--- src/design/fsio_defines.svh ---
// Constants of the cyclic I/O image link: field positions, codes and timing counts.
`ifndef FSIO_DEFINES_SVH
`define FSIO_DEFINES_SVH
`define FSIO_IMAGE_BYTES 12
`define FSIO_IMAGE_BITS 96
`define FSIO_PRM_BYTES 11
`define FSIO_PRM_ORDER_BYTE 4'hA
`define FSIO_ORDER_DEFAULT 2'h0
`define FSIO_ORDER_BIG 2'h1
`define FSIO_ORDER_LITTLE 2'h2
`define FSIO_ID_MSB 95
`define FSIO_IDX_MSB 79
`define FSIO_VAL_MSB 63
`define FSIO_PD1_MSB 31
`define FSIO_PD2_MSB 15
`define FSIO_CODE_MSB 15
`define FSIO_NUM_MSB 11
`define FSIO_CODE_NONE 4'h0
`define FSIO_PARSET_MSB 3
`define FSIO_WELD_BIT 8
`define FSIO_HORN_BIT 9
`define FSIO_CLK_NS 10
`define FSIO_CYCLE_NS 10000
`define FSIO_CYCLE_CNT (`FSIO_CYCLE_NS / `FSIO_CLK_NS)
`endif

--- src/design/fsio_pkg.sv ---
// Types and byte-order helpers shared by both ends of the I/O image link.
package fsio_pkg;
  // Parameterisation phase of the slave; Gray codes along the startup path.
  typedef enum logic [1:0] {
    SLV_WAIT_PRM = 2'h0,
    SLV_WAIT_CFG = 2'h1,
    SLV_EXCHANGE = 2'h3,
    SLV_FAULT = 2'h2
  } fsio_slave_state_type;

  // Startup and cyclic phase of the master; Gray codes along the startup path.
  typedef enum logic [2:0] {
    MST_IDLE = 3'h0,
    MST_SEND_PRM = 3'h1,
    MST_WAIT_PRM = 3'h3,
    MST_SEND_CFG = 3'h2,
    MST_EXCHANGE = 3'h6,
    MST_FAULT = 3'h7
  } fsio_master_state_type;

  // Converts a 16-bit field between wire order and native order; the swap is its own inverse.
  function automatic logic [15:0] fsio_order16(input logic [15:0] w, input logic le);
    fsio_order16 = le ? {w[7:0], w[15:8]} : w;
  endfunction

  // Converts a 32-bit field between wire order and native order.
  function automatic logic [31:0] fsio_order32(input logic [31:0] w, input logic le);
    fsio_order32 = le ? {w[7:0], w[15:8], w[23:16], w[31:24]} : w;
  endfunction
endpackage

--- src/design/fsio_link_if.sv ---
// Logic-level link between the cyclic master and the I/O image slave.
`timescale 1ns/1ps
interface fsio_link_if;
  logic prm_valid; // One user-parameter byte is offered.
  logic [3:0] prm_index; // Number of that byte, 1 to 11.
  logic [7:0] prm_data; // The byte itself.
  logic prm_end; // The parameter block is complete.
  logic prm_ack; // Slave has judged the block.
  logic prm_fault; // Slave rejected the block.
  logic cfg_valid; // Configuration telegram.
  logic dx_req; // Cyclic exchange request with the output image.
  logic [95:0] dx_out; // Master-to-slave image, byte 0 in the top bits.
  logic dx_ack; // Slave answers with the input image.
  logic [95:0] dx_in; // Slave-to-master image, byte 0 in the top bits.

  modport master_mp (output prm_valid, prm_index, prm_data, prm_end, cfg_valid, dx_req, dx_out,
                     input prm_ack, prm_fault, dx_ack, dx_in);
  modport slave_mp (input prm_valid, prm_index, prm_data, prm_end, cfg_valid, dx_req, dx_out,
                    output prm_ack, prm_fault, dx_ack, dx_in);
endinterface

--- src/design/fsio_slave.sv ---
// Slave end: user parameters, byte order and the 12-byte cyclic I/O image.
`timescale 1ns/1ps
module fsio_slave
  import fsio_pkg::*;
(
  input wire logic mclk_i,
  input wire logic rst_n_i,
  fsio_link_if.slave_mp link,
  input wire logic [15:0] status_word_one_i,
  input wire logic [15:0] status_word_two_i,
  input wire logic ans_valid_i,
  input wire logic [3:0] ans_code_i,
  input wire logic [31:0] ans_value_i,
  output logic [15:0] control_word_one_o,
  output logic [15:0] control_word_two_o,
  output logic [3:0] parset_sel_o,
  output logic weld_trigger_o,
  output logic horn_trigger_o,
  output logic req_valid_o,
  output logic [3:0] req_code_o,
  output logic [11:0] req_number_o,
  output logic [15:0] req_index_o,
  output logic [31:0] req_value_o,
  output logic exchange_active_o,
  output logic prm_error_o,
  output logic little_endian_o
);
  `include "fsio_defines.svh"

  ////////////////////////////////////////////////////////////////////////////////
  // State.

  fsio_slave_state_type state, next_state; // Startup phase.
  logic [7:0] order_byte, next_order_byte; // Byte ten as last received.
  logic le, next_le; // Applied byte order, set only by a good block.
  logic prm_ack, next_prm_ack; // Verdict pulse to the master.
  logic prm_fault, next_prm_fault; // Verdict level to the master.
  logic dx_ack, next_dx_ack; // Answer pulse of an exchange.
  logic [95:0] dx_in, next_dx_in; // Input image, replaced as one unit.
  logic [15:0] cw1, next_cw1; // Native control word one.
  logic [15:0] cw2, next_cw2; // Native control word two.
  logic weld, next_weld; // Weld trigger pulse.
  logic horn, next_horn; // Horn trigger pulse.
  logic req_valid, next_req_valid; // New parameter-channel request pulse.
  logic [15:0] req_id, next_req_id; // Last identifier seen, native order.
  logic [15:0] req_idx, next_req_idx; // Last index seen, native order.
  logic [31:0] req_val, next_req_val; // Last value seen, native order.
  logic [3:0] ans_code, next_ans_code; // Answer code placed in the input image.
  logic [31:0] ans_val, next_ans_val; // Answer value placed in the input image.

  // Fields of the arriving image, converted with the applied order.
  logic [15:0] in_id;
  logic [15:0] in_idx;
  logic [31:0] in_val;
  logic [15:0] in_cw1;
  logic [15:0] in_cw2;

  ////////////////////////////////////////////////////////////////////////////////
  // Next-state logic.

  // All slave state moves together so that the verdict, the order and the image stay in step.
  always_comb begin
    next_state = state;
    next_order_byte = order_byte;
    next_le = le;
    next_prm_ack = 1'b0;
    next_prm_fault = prm_fault;
    next_dx_ack = 1'b0;
    next_dx_in = dx_in;
    next_cw1 = cw1;
    next_cw2 = cw2;
    next_weld = 1'b0;
    next_horn = 1'b0;
    next_req_valid = 1'b0;
    next_req_id = req_id;
    next_req_idx = req_idx;
    next_req_val = req_val;
    next_ans_code = ans_code;
    next_ans_val = ans_val;
    in_id = fsio_order16(link.dx_out[`FSIO_ID_MSB -: 16], le);
    in_idx = fsio_order16(link.dx_out[`FSIO_IDX_MSB -: 16], le);
    in_val = fsio_order32(link.dx_out[`FSIO_VAL_MSB -: 32], le);
    in_cw1 = fsio_order16(link.dx_out[`FSIO_PD1_MSB -: 16], le);
    in_cw2 = fsio_order16(link.dx_out[`FSIO_PD2_MSB -: 16], le);
    // The user answer may arrive in any cycle; its code stays until a changed request clears it.
    if (ans_valid_i) begin
      next_ans_code = ans_code_i;
      next_ans_val = ans_value_i;
    end
    // A parameter byte is taken in any phase, so a master may re-parameterise.
    if (link.prm_valid) begin
      if (link.prm_index == `FSIO_PRM_ORDER_BYTE) begin
        next_order_byte = link.prm_data;
      end
    end
    if (link.prm_end) begin
      // Judge byte ten, including a byte that arrives with the end strobe.
      next_prm_ack = 1'b1;
      if (next_order_byte[1:0] == `FSIO_ORDER_BIG) begin
        next_le = 1'b0;
        next_prm_fault = 1'b0;
        next_state = SLV_WAIT_CFG;
      end else if (next_order_byte[1:0] == `FSIO_ORDER_LITTLE) begin
        next_le = 1'b1;
        next_prm_fault = 1'b0;
        next_state = SLV_WAIT_CFG;
      end else begin
        // Default zero and the both-set value are refused alike.
        next_prm_fault = 1'b1;
        next_state = SLV_FAULT;
      end
    end else begin
      case (state)
        SLV_WAIT_CFG: begin
          if (link.cfg_valid) begin
            next_state = SLV_EXCHANGE;
          end
        end
        SLV_EXCHANGE: begin
          // Exchange requests are ignored in every other phase.
          if (link.dx_req) begin
            next_dx_ack = 1'b1;
            next_cw1 = in_cw1;
            next_cw2 = in_cw2;
            next_weld = in_cw1[`FSIO_WELD_BIT] & ~cw1[`FSIO_WELD_BIT];
            next_horn = in_cw1[`FSIO_HORN_BIT] & ~cw1[`FSIO_HORN_BIT];
            // A changed request opens a new handshake; the answer slot reads no instruction meanwhile.
            if ((in_id != req_id) || (in_idx != req_idx) || (in_val != req_val)) begin
              next_req_id = in_id;
              next_req_idx = in_idx;
              next_req_val = in_val;
              next_ans_code = `FSIO_CODE_NONE;
              next_req_valid = (in_id[`FSIO_CODE_MSB -: 4] != `FSIO_CODE_NONE);
            end
            // The input image is built from one snapshot so every region is consistent.
            next_dx_in = {fsio_order16({next_ans_code, next_req_id[`FSIO_NUM_MSB:0]}, le),
                          fsio_order16(next_req_idx, le),
                          fsio_order32(next_ans_val, le),
                          fsio_order16(status_word_one_i, le),
                          fsio_order16(status_word_two_i, le)};
          end
        end
        default: begin
          next_state = state;
        end
      endcase
    end
  end

  ////////////////////////////////////////////////////////////////////////////////
  // Registers.

  // Until a good block arrives the order is big and the image reads zero.
  always_ff @(posedge mclk_i or negedge rst_n_i) begin
    if (!rst_n_i) begin
      state <= SLV_WAIT_PRM;
      order_byte <= 8'h00;
      le <= 1'b0;
      prm_ack <= 1'b0;
      prm_fault <= 1'b0;
      dx_ack <= 1'b0;
      dx_in <= 96'h0;
      cw1 <= 16'h0000;
      cw2 <= 16'h0000;
      weld <= 1'b0;
      horn <= 1'b0;
      req_valid <= 1'b0;
      req_id <= 16'h0000;
      req_idx <= 16'h0000;
      req_val <= 32'h0000_0000;
      ans_code <= 4'h0;
      ans_val <= 32'h0000_0000;
    end else begin
      state <= next_state;
      order_byte <= next_order_byte;
      le <= next_le;
      prm_ack <= next_prm_ack;
      prm_fault <= next_prm_fault;
      dx_ack <= next_dx_ack;
      dx_in <= next_dx_in;
      cw1 <= next_cw1;
      cw2 <= next_cw2;
      weld <= next_weld;
      horn <= next_horn;
      req_valid <= next_req_valid;
      req_id <= next_req_id;
      req_idx <= next_req_idx;
      req_val <= next_req_val;
      ans_code <= next_ans_code;
      ans_val <= next_ans_val;
    end
  end

  ////////////////////////////////////////////////////////////////////////////////
  // Outputs.

  assign link.prm_ack = prm_ack;
  assign link.prm_fault = prm_fault;
  assign link.dx_ack = dx_ack;
  assign link.dx_in = dx_in;
  assign control_word_one_o = cw1;
  assign control_word_two_o = cw2;
  assign parset_sel_o = cw1[`FSIO_PARSET_MSB:0];
  assign weld_trigger_o = weld;
  assign horn_trigger_o = horn;
  assign req_valid_o = req_valid;
  assign req_code_o = req_id[`FSIO_CODE_MSB -: 4];
  assign req_number_o = req_id[`FSIO_NUM_MSB:0];
  assign req_index_o = req_idx;
  assign req_value_o = req_val;
  assign exchange_active_o = (state == SLV_EXCHANGE);
  assign prm_error_o = prm_fault;
  assign little_endian_o = le;
endmodule
--- src/flat_wrapper.sv ---
// flat-port wrapper written by rule: the top's interface ports become plain ports
module fsio_slave_flat import fsio_pkg::*;
  (mclk_i, rst_n_i, status_word_one_i, status_word_two_i, ans_valid_i, ans_code_i, ans_value_i, control_word_one_o, control_word_two_o, parset_sel_o, weld_trigger_o, horn_trigger_o, req_valid_o, req_code_o, req_number_o, req_index_o, req_value_o, exchange_active_o, prm_error_o, little_endian_o, link_prm_valid, link_prm_index, link_prm_data, link_prm_end, link_cfg_valid, link_dx_req, link_dx_out, link_prm_ack, link_prm_fault, link_dx_ack, link_dx_in);
  fsio_link_if link_i ();
  input wire logic mclk_i;
  input wire logic rst_n_i;
  input wire logic [15:0] status_word_one_i;
  input wire logic [15:0] status_word_two_i;
  input wire logic ans_valid_i;
  input wire logic [3:0] ans_code_i;
  input wire logic [31:0] ans_value_i;
  output logic [15:0] control_word_one_o;
  output logic [15:0] control_word_two_o;
  output logic [3:0] parset_sel_o;
  output logic weld_trigger_o;
  output logic horn_trigger_o;
  output logic req_valid_o;
  output logic [3:0] req_code_o;
  output logic [11:0] req_number_o;
  output logic [15:0] req_index_o;
  output logic [31:0] req_value_o;
  output logic exchange_active_o;
  output logic prm_error_o;
  output logic little_endian_o;
  input wire logic [$bits(link_i.prm_valid)-1:0] link_prm_valid;
  input wire logic [$bits(link_i.prm_index)-1:0] link_prm_index;
  input wire logic [$bits(link_i.prm_data)-1:0] link_prm_data;
  input wire logic [$bits(link_i.prm_end)-1:0] link_prm_end;
  input wire logic [$bits(link_i.cfg_valid)-1:0] link_cfg_valid;
  input wire logic [$bits(link_i.dx_req)-1:0] link_dx_req;
  input wire logic [$bits(link_i.dx_out)-1:0] link_dx_out;
  output wire logic [$bits(link_i.prm_ack)-1:0] link_prm_ack;
  output wire logic [$bits(link_i.prm_fault)-1:0] link_prm_fault;
  output wire logic [$bits(link_i.dx_ack)-1:0] link_dx_ack;
  output wire logic [$bits(link_i.dx_in)-1:0] link_dx_in;
  assign link_i.prm_valid = link_prm_valid;
  assign link_i.prm_index = link_prm_index;
  assign link_i.prm_data = link_prm_data;
  assign link_i.prm_end = link_prm_end;
  assign link_i.cfg_valid = link_cfg_valid;
  assign link_i.dx_req = link_dx_req;
  assign link_i.dx_out = link_dx_out;
  assign link_prm_ack = link_i.prm_ack;
  assign link_prm_fault = link_i.prm_fault;
  assign link_dx_ack = link_i.dx_ack;
  assign link_dx_in = link_i.dx_in;
  fsio_slave u_core (.mclk_i(mclk_i), .rst_n_i(rst_n_i), .link(link_i), .status_word_one_i(status_word_one_i), .status_word_two_i(status_word_two_i), .ans_valid_i(ans_valid_i), .ans_code_i(ans_code_i), .ans_value_i(ans_value_i), .control_word_one_o(control_word_one_o), .control_word_two_o(control_word_two_o), .parset_sel_o(parset_sel_o), .weld_trigger_o(weld_trigger_o), .horn_trigger_o(horn_trigger_o), .req_valid_o(req_valid_o), .req_code_o(req_code_o), .req_number_o(req_number_o), .req_index_o(req_index_o), .req_value_o(req_value_o), .exchange_active_o(exchange_active_o), .prm_error_o(prm_error_o), .little_endian_o(little_endian_o));
endmodule
--- config.mk ---
export PLATFORM = sky130hd
export DESIGN_NAME = fsio_slave_flat
export DESIGN_NICKNAME = d
export VERILOG_FILES = /design/src/design/fsio_pkg.sv /design/src/design/fsio_link_if.sv /design/src/design/fsio_slave.sv /design/src/flat_wrapper.sv
export VERILOG_INCLUDE_DIRS = /design/src /design/src/design
export SDC_FILE = /design/constraint.sdc
export NUM_CORES = 1
export LEC_CHECK = 0
export ABC_AREA = 1
export BUFFER_PORTS_ARGS = -buffer_cell sky130_fd_sc_hd__buf_2
export CAP_MARGIN = 20
export CORE_MARGIN = 3
export CORE_UTILIZATION = 46
export DETAILED_ROUTE_END_ITERATION = 6
export MAX_ROUTING_LAYER = met4
export PLACE_DENSITY_LB_ADDON = 0.1
export SYNTH_ARGS = -nofsm -noshare
export SYNTH_HDL_FRONTEND = slang
export SYNTH_SLANG_ARGS = --single-unit
--- constraint.sdc ---
create_clock -name mclk_i -period 2.1 [get_ports mclk_i]
set_clock_uncertainty 0.15 [all_clocks]
set_input_delay 0.105 -clock mclk_i [delete_from_list [all_inputs] [get_ports mclk_i]]
set_output_delay 0.105 -clock mclk_i [all_outputs]
set_load 0.02 [all_outputs]
# Yosys cells after proc, flatten, opt, wreduce, memory -nomap -nowiden
# Cells that the tools add are included.
# Widths: inputs -> output; s select.
word_totals:
  regBits: 239
  inputBits: 183
  out_inout_bits: 205
  word_cells: 84
op_classes:
  n_eq_ne: 8
  mux: 43
  bitwise: 5
  n_reduce_logical: 10
ops:
  columns: ["operator", "n"]
  rows:
  - ["$mux 16", 9]
  - ["$mux 32", 3]
  - ["$ne 16x16->1", 2]
  - ["$ne 32x32->1", 1]
  - ["$mux 4", 5]
  - ["$mux 1", 18]
  - ["$mux 2", 7]
  - ["$mux 12", 1]
  - ["$reduce_bool 2->1", 3]
  - ["$eq 2x1->1 const B", 2]
  - ["$eq 2x2->1 const B", 2]
  - ["$eq 4x4->1 const B", 1]
  - ["$reduce_and 2->1", 2]
  - ["$reduce_and 4->1", 1]
  - ["$reduce_bool 4->1", 1]
  - ["$not 1->1", 3]
  - ["$reduce_and 3->1", 1]
  - ["$and 1x1->1", 2]
  - ["$logic_or 1x1->1", 2]

# Longest topological paths before layout
depth:
  ltp_word: 8
  ltp_mapped: 18
  mapped_depth_nobuf: 15

# Least setup slack after synthesis
# OpenSTA, ideal clock, no wires.
synth_timing:
  kind: "reg-to-reg"
  startpoint: "register u_core.le, in the netlist u_core.little_endian_o"
  endpoint: "register u_core.req_val[20], in the netlist u_core.req_value_o[20]"
  setup_time_ns: 0.130
  arrival_time_ns: 2.038
  required_time_ns: 1.820
  setup_slack_ns: -0.218
  stages_incl_launch_ff: 19
  n_path_buf: 3
  period_less_slack_ns: 2.318
  path_cell_list: "dfrtp_1 -> buf_4 -> inv_4 -> buf_4 -> nand2_1 -> nand2_1 -> nand2_1 -> nand2_1 -> nor2_1 -> nand2_1 -> nor2_1 -> nand2_1 -> nor2_2 -> nand2_2 -> nand2_4 -> inv_2 -> clkbuf_1 -> nand2_1 -> o21ai_0"
synth_between:
  elab_chain_cells: 5
  word_cells_on_any_way: 9
  cone_classes: "eq/ne: 3; mux: 3; reduce/logical: 3"
synth_rtl:
  columns: ["element", "line", "source"]
  rows:
  - ["start, declared", "fsio_slave.sv:35", "logic le, next_le;"]
  - ["start signal, assigned", "fsio_slave.sv:176", "le <= next_le;"]
  - ["$mux 16", "fsio_pkg.sv:23", "fsio_order16 = le ? {w[7:0], w[15:8]} : w;"]
  - ["$ne 16x16->1", "fsio_slave.sv:128", "if ((in_id != req_id) || (in_idx != req_idx) || (in_val != req_val)) begin"]
  - ["$logic_or 1x1->1 (2 in a row)", "fsio_slave.sv:128", null]
  - ["$reduce_and 4->1 (no line)", null, null]
  - ["end signal, assigned", "fsio_slave.sv:188", "req_val <= next_req_val;"]
  - ["end, declared", "fsio_slave.sv:47", "logic [31:0] req_val, next_req_val;"]
# Parallel ways exist; a longest one is shown, timed or not.
# A chain may end at the register's enable or synchronous reset.

# Worst setup path in the final report
layout_timing:
  startpoint: "register u_core.le, in the netlist u_core.little_endian_o"
  endpoint: "register u_core.req_val[19], in the netlist u_core.req_value_o[19]"
# The elaborated chain is that of the path after synthesis.

==> impl_metrics.json <==
{
  "grt.total_usage_pct": 28.4,
  "crit_path_cell_trace": "clkinv_8 > buf_12 > nand2_1 > nand2_1 > nand2_1 > nand2_1 > nor2_1 > nand2_1 > nor2_1 > nand2_1 > nor2_2 > nand2_2 > nand2_4 > inv_16 > nand2_1 > o21ai_1",
  "grt_max_degree": 129,
  "finalCriticalPeriod_ns": 2.41,
  "p_per_area_nw_per_um2": 1460,
  "power_switching_mw": 11.1,
  "ant_nets": 0,
  "drtIter0Drc": 1150,
  "pwr-share-comb_pct": 48.6,
  "cts_tree": "done",
  "area_growth_syn_to_layout_pct": 48.9,
  "clockBufferDepth": 3,
  "synth_compound_area_share_pct": 10.4,
  "holdWs_ns": 0.0372,
  "fmax_mhz": 415,
  "switching_share_pct": 43.4,
  "synth_seq_cells": 239,
  "synth_edf_count": 0,
  "dr_wl_met2_um": 18700,
  "syn-instance-count": 1599,
  "wl_met3_um": 2840,
  "rsz0062_at_grt": "true",
  "crit_required_ns": 2.37,
  "yosysMostFrequentCell": "nand2_1",
  "synth_top_family_by_area": "simple AND/OR/NAND/NOR gates",
  "regArea_um2": 5980,
  "wl_per_cell_um": 15.6,
  "top_layer": "met4",
  "synth_top_cell_by_area": "dfrtp_1",
  "cp_num_buf_inv": 3,
  "gp_congestion": 0.861,
  "drv_slew": 0,
  "yosys_warnings": 0,
  "fin_crit_sh_pct": 115,
  "ios": 388,
  "setup_slack_ns": -0.308,
  "grt_pass1_wl_um": 63300,
  "hold_viol_final": 0,
  "start_util_pct": 47.5,
  "synthAdderAreaFrac_pct": 0.106,
  "synth_xor_area_share_pct": 0,
  "grt_pass1_vias": 12291,
  "antenna_found_initial": 3,
  "multi_input_area_um2": 5130,
  "dieArea_um2": 27500,
  "power_leakage_nw": 9.22,
  "die_w_um": 166,
  "finalSetupViolations": 49,
  "clock_sinks": 239,
  "dr.pass1.iters": 6,
  "cp_slowest_cell": "dfrtp_4",
  "path_common_cell": "nand2_1",
  "vias": 12772,
  "route.detailed.drc": 0,
  "cp.arrival_ns": 2.67,
  "wl_met1_um": 16200,
  "nets": 2367,
  "synth_common_cells": "nand2_1 (732), dfrtp_1 (239), nor2_1 (143)",
  "outcome": "finished with violations",
  "wl_um": 39500,
  "yosys.area_share.simple_pct": 32.3,
  "utilization_pct": 70.7,
  "clkTransAtPathRegs_ns": 0.07,
  "internal-power_mw": 14.5,
  "num-fill-cells": 2012,
  "crit_fanout": 69,
  "end_kind": "register",
  "p_clk_share_pct": 20.9,
  "syn_area_um2": 11800,
  "viasPerCell": 5.04,
  "cts_max_level": 1,
  "relSlewSlack_pct": 64.8,
  "grt-ovfl-total": 0,
  "synth.yosys.seq_area_share_pct": 50.9,
  "clk_latency_ns": 0.54,
  "drv_cap": 0,
  "die-height_um": 166,
  "cts-root-buf": "clkbuf_16",
  "critPathKind": "reg2reg",
  "core_area_um2": 24700,
  "netlist.area_leader.share_pct": 50.9,
  "layout-drive-gt1-share_pct": 24.9,
  "dp_hpwl_um": 26400,
  "num_rows": 57,
  "hp-class": "in2async",
  "syn_nets": 1783,
  "io_buffers": 381,
  "synth.distinct_cells": 28,
  "synth_mux_area_share_pct": 0.181,
  "synth_area_leaders": "dfrtp_1 (51%), nand2_1 (23%), nor2_1 (4.6%)",
  "cts_inserted_buffers": 28,
  "tightest_slew_ns": 0.528,
  "vdd_ir_drop_max_mv": 0.915,
  "synthFlopType": "dfrtp_1",
  "seq_power_share_pct": 30.5,
  "cpPeakStageDelay_ns": 0.52,
  "crit_path_start_kind": "register",
  "avgSynthCellArea_um2": 7.35,
  "crit_family": "simple AND/OR/NAND/NOR gates",
  "synthArstFlopShare_pct": 100,
  "violations": "negative setup slack"
}
sequential cells by signal, summed over array words and instances, names as in the netlist, 2 cells and up:
name / cells
u_core.ans_code: 4
u_core.ans_val: 32
u_core.control_word_one_o: 16
u_core.control_word_two_o: 16
u_core.link.dx_in: 96
u_core.order_byte: 2
u_core.req_id: 16
u_core.req_index_o: 16
u_core.req_value_o: 32
u_core.state: 2
worst reg2reg max path: cells and delay by family, from the launching register on:
kind                   cells  cell delay, ns
AND/OR/NAND/NOR           12            1.15
flip-flops                 1            0.52
AO/OA/AOI/OAI              1            0.07
buffers and inverters      3            0.40
final cells by class:
type / instances / area share, %
diodes: 3 / 0.0429
clock buffers: 38 / 4.68
clock inverters: 14 / 1.24
inverters: 82 / 1.95
multi-input cells: 1188 / 29.3
flip-flops and latches: 239 / 34.2
well taps: 324 / 2.32
repair buffers: 644 / 26.2
repair_timing:
action / 4_1_cts / 5_1_grt
resized for setup: 8 / 18
endpoints found under the setup margin: 50 / 49
hold endpoints to repair: 476 / 0
hold buffers: 193 / 0
pin swaps: 2 / 4
cloned: 0 / 1
buffers inserted: 0 / 1
routing by layer:
metal | global-route usage (%) | vias up
li1 | - | 6238
met3 | 5.88 | 108
met4 | 10.7 | 0
met1 | 35.3 | 5916
met5 | - | -
met2 | 46.1 | 510
placed cells by master (no fill, tap or decap), types with 2 or more instances in the layout:
cell type / instances
nand3_1: 50
diode_2: 3
inv_1: 78
or2_2: 5
nand2_2: 18
a31oi_1: 63
dfrtp_1: 238
clkbuf_16: 29
nand2_1: 715
buf_4: 53
clkbuf_8: 8
nor2_1: 137
buf_2: 380
nand3_2: 3
nor2_2: 8
o21ai_2: 6
buf_12: 16
bufinv_16: 5
clkbuf_1: 2
o21ai_0: 73
o21ai_1: 12
clkinv_2: 6
nand3b_1: 22
dlygate4sd3_1: 192
clkinv_8: 2
a21oi_1: 69
final timing paths:
path / slack [ns] / cells past startpoint / start / endpoint
setup / recovery: -0.31 / 16 / u_core.little_endian_o / u_core.req_value_o[19]
hold / removal: 0.04 / 3 / rst_n_i / u_core.link.dx_in[3]
setup reg to reg: -0.31 / 16 / u_core.little_endian_o / u_core.req_value_o[19]
hold reg to reg: 0.33 / 1 / u_core.control_word_one_o[9] / u_core.horn_trigger_o
max in group asynchronous: 1.37 / 3 / rst_n_i / u_core.link.dx_in[68]
min in group mclk_i: 0.05 / 4 / link_dx_req / u_core.link.dx_ack
metrics by stage:
step                cells  worst slack (ns)  total power, mW  cell area (um^2)  setup TNS [ns]
floorplan            1599            -0.143             15.3             11900           -3.77
global placement     2282            -0.379             19.3             14400          -14.91
detailed placement   2282            -0.467             19.5             14400          -17.73
CTS                  2527            -0.295             25.5             17400          -12.27
global route         2532            -0.473             27.3             17500          -19.84
finish               2532            -0.308             25.6             17500          -12.81
power by group through the flow:
| stage | Clock [mW] | Sequential [mW] | Combinational, mW |
|---|---|---|---|
| after floorplan | 0 | 9.92 | 5.35 |
| after global placement | 0 | 7.76 | 11.5 |
| after detailed placement | 0 | 7.81 | 11.7 |
| after CTS | 5.45 | 7.76 | 12.3 |
| after global routing | 5.63 | 8.03 | 13.7 |
| final | 5.34 | 7.79 | 12.4 |
cell families after synthesis:
| kind of cell | count (synthesis) |
|---|---|
| compound gates | 223 |
| fa+ha+maj | 1 |
| buf+inv | 172 |
| flops | 239 |
| mux | 2 |
| simple gates | 962 |
No activity file was read; power rests on OpenSTA's default activity.
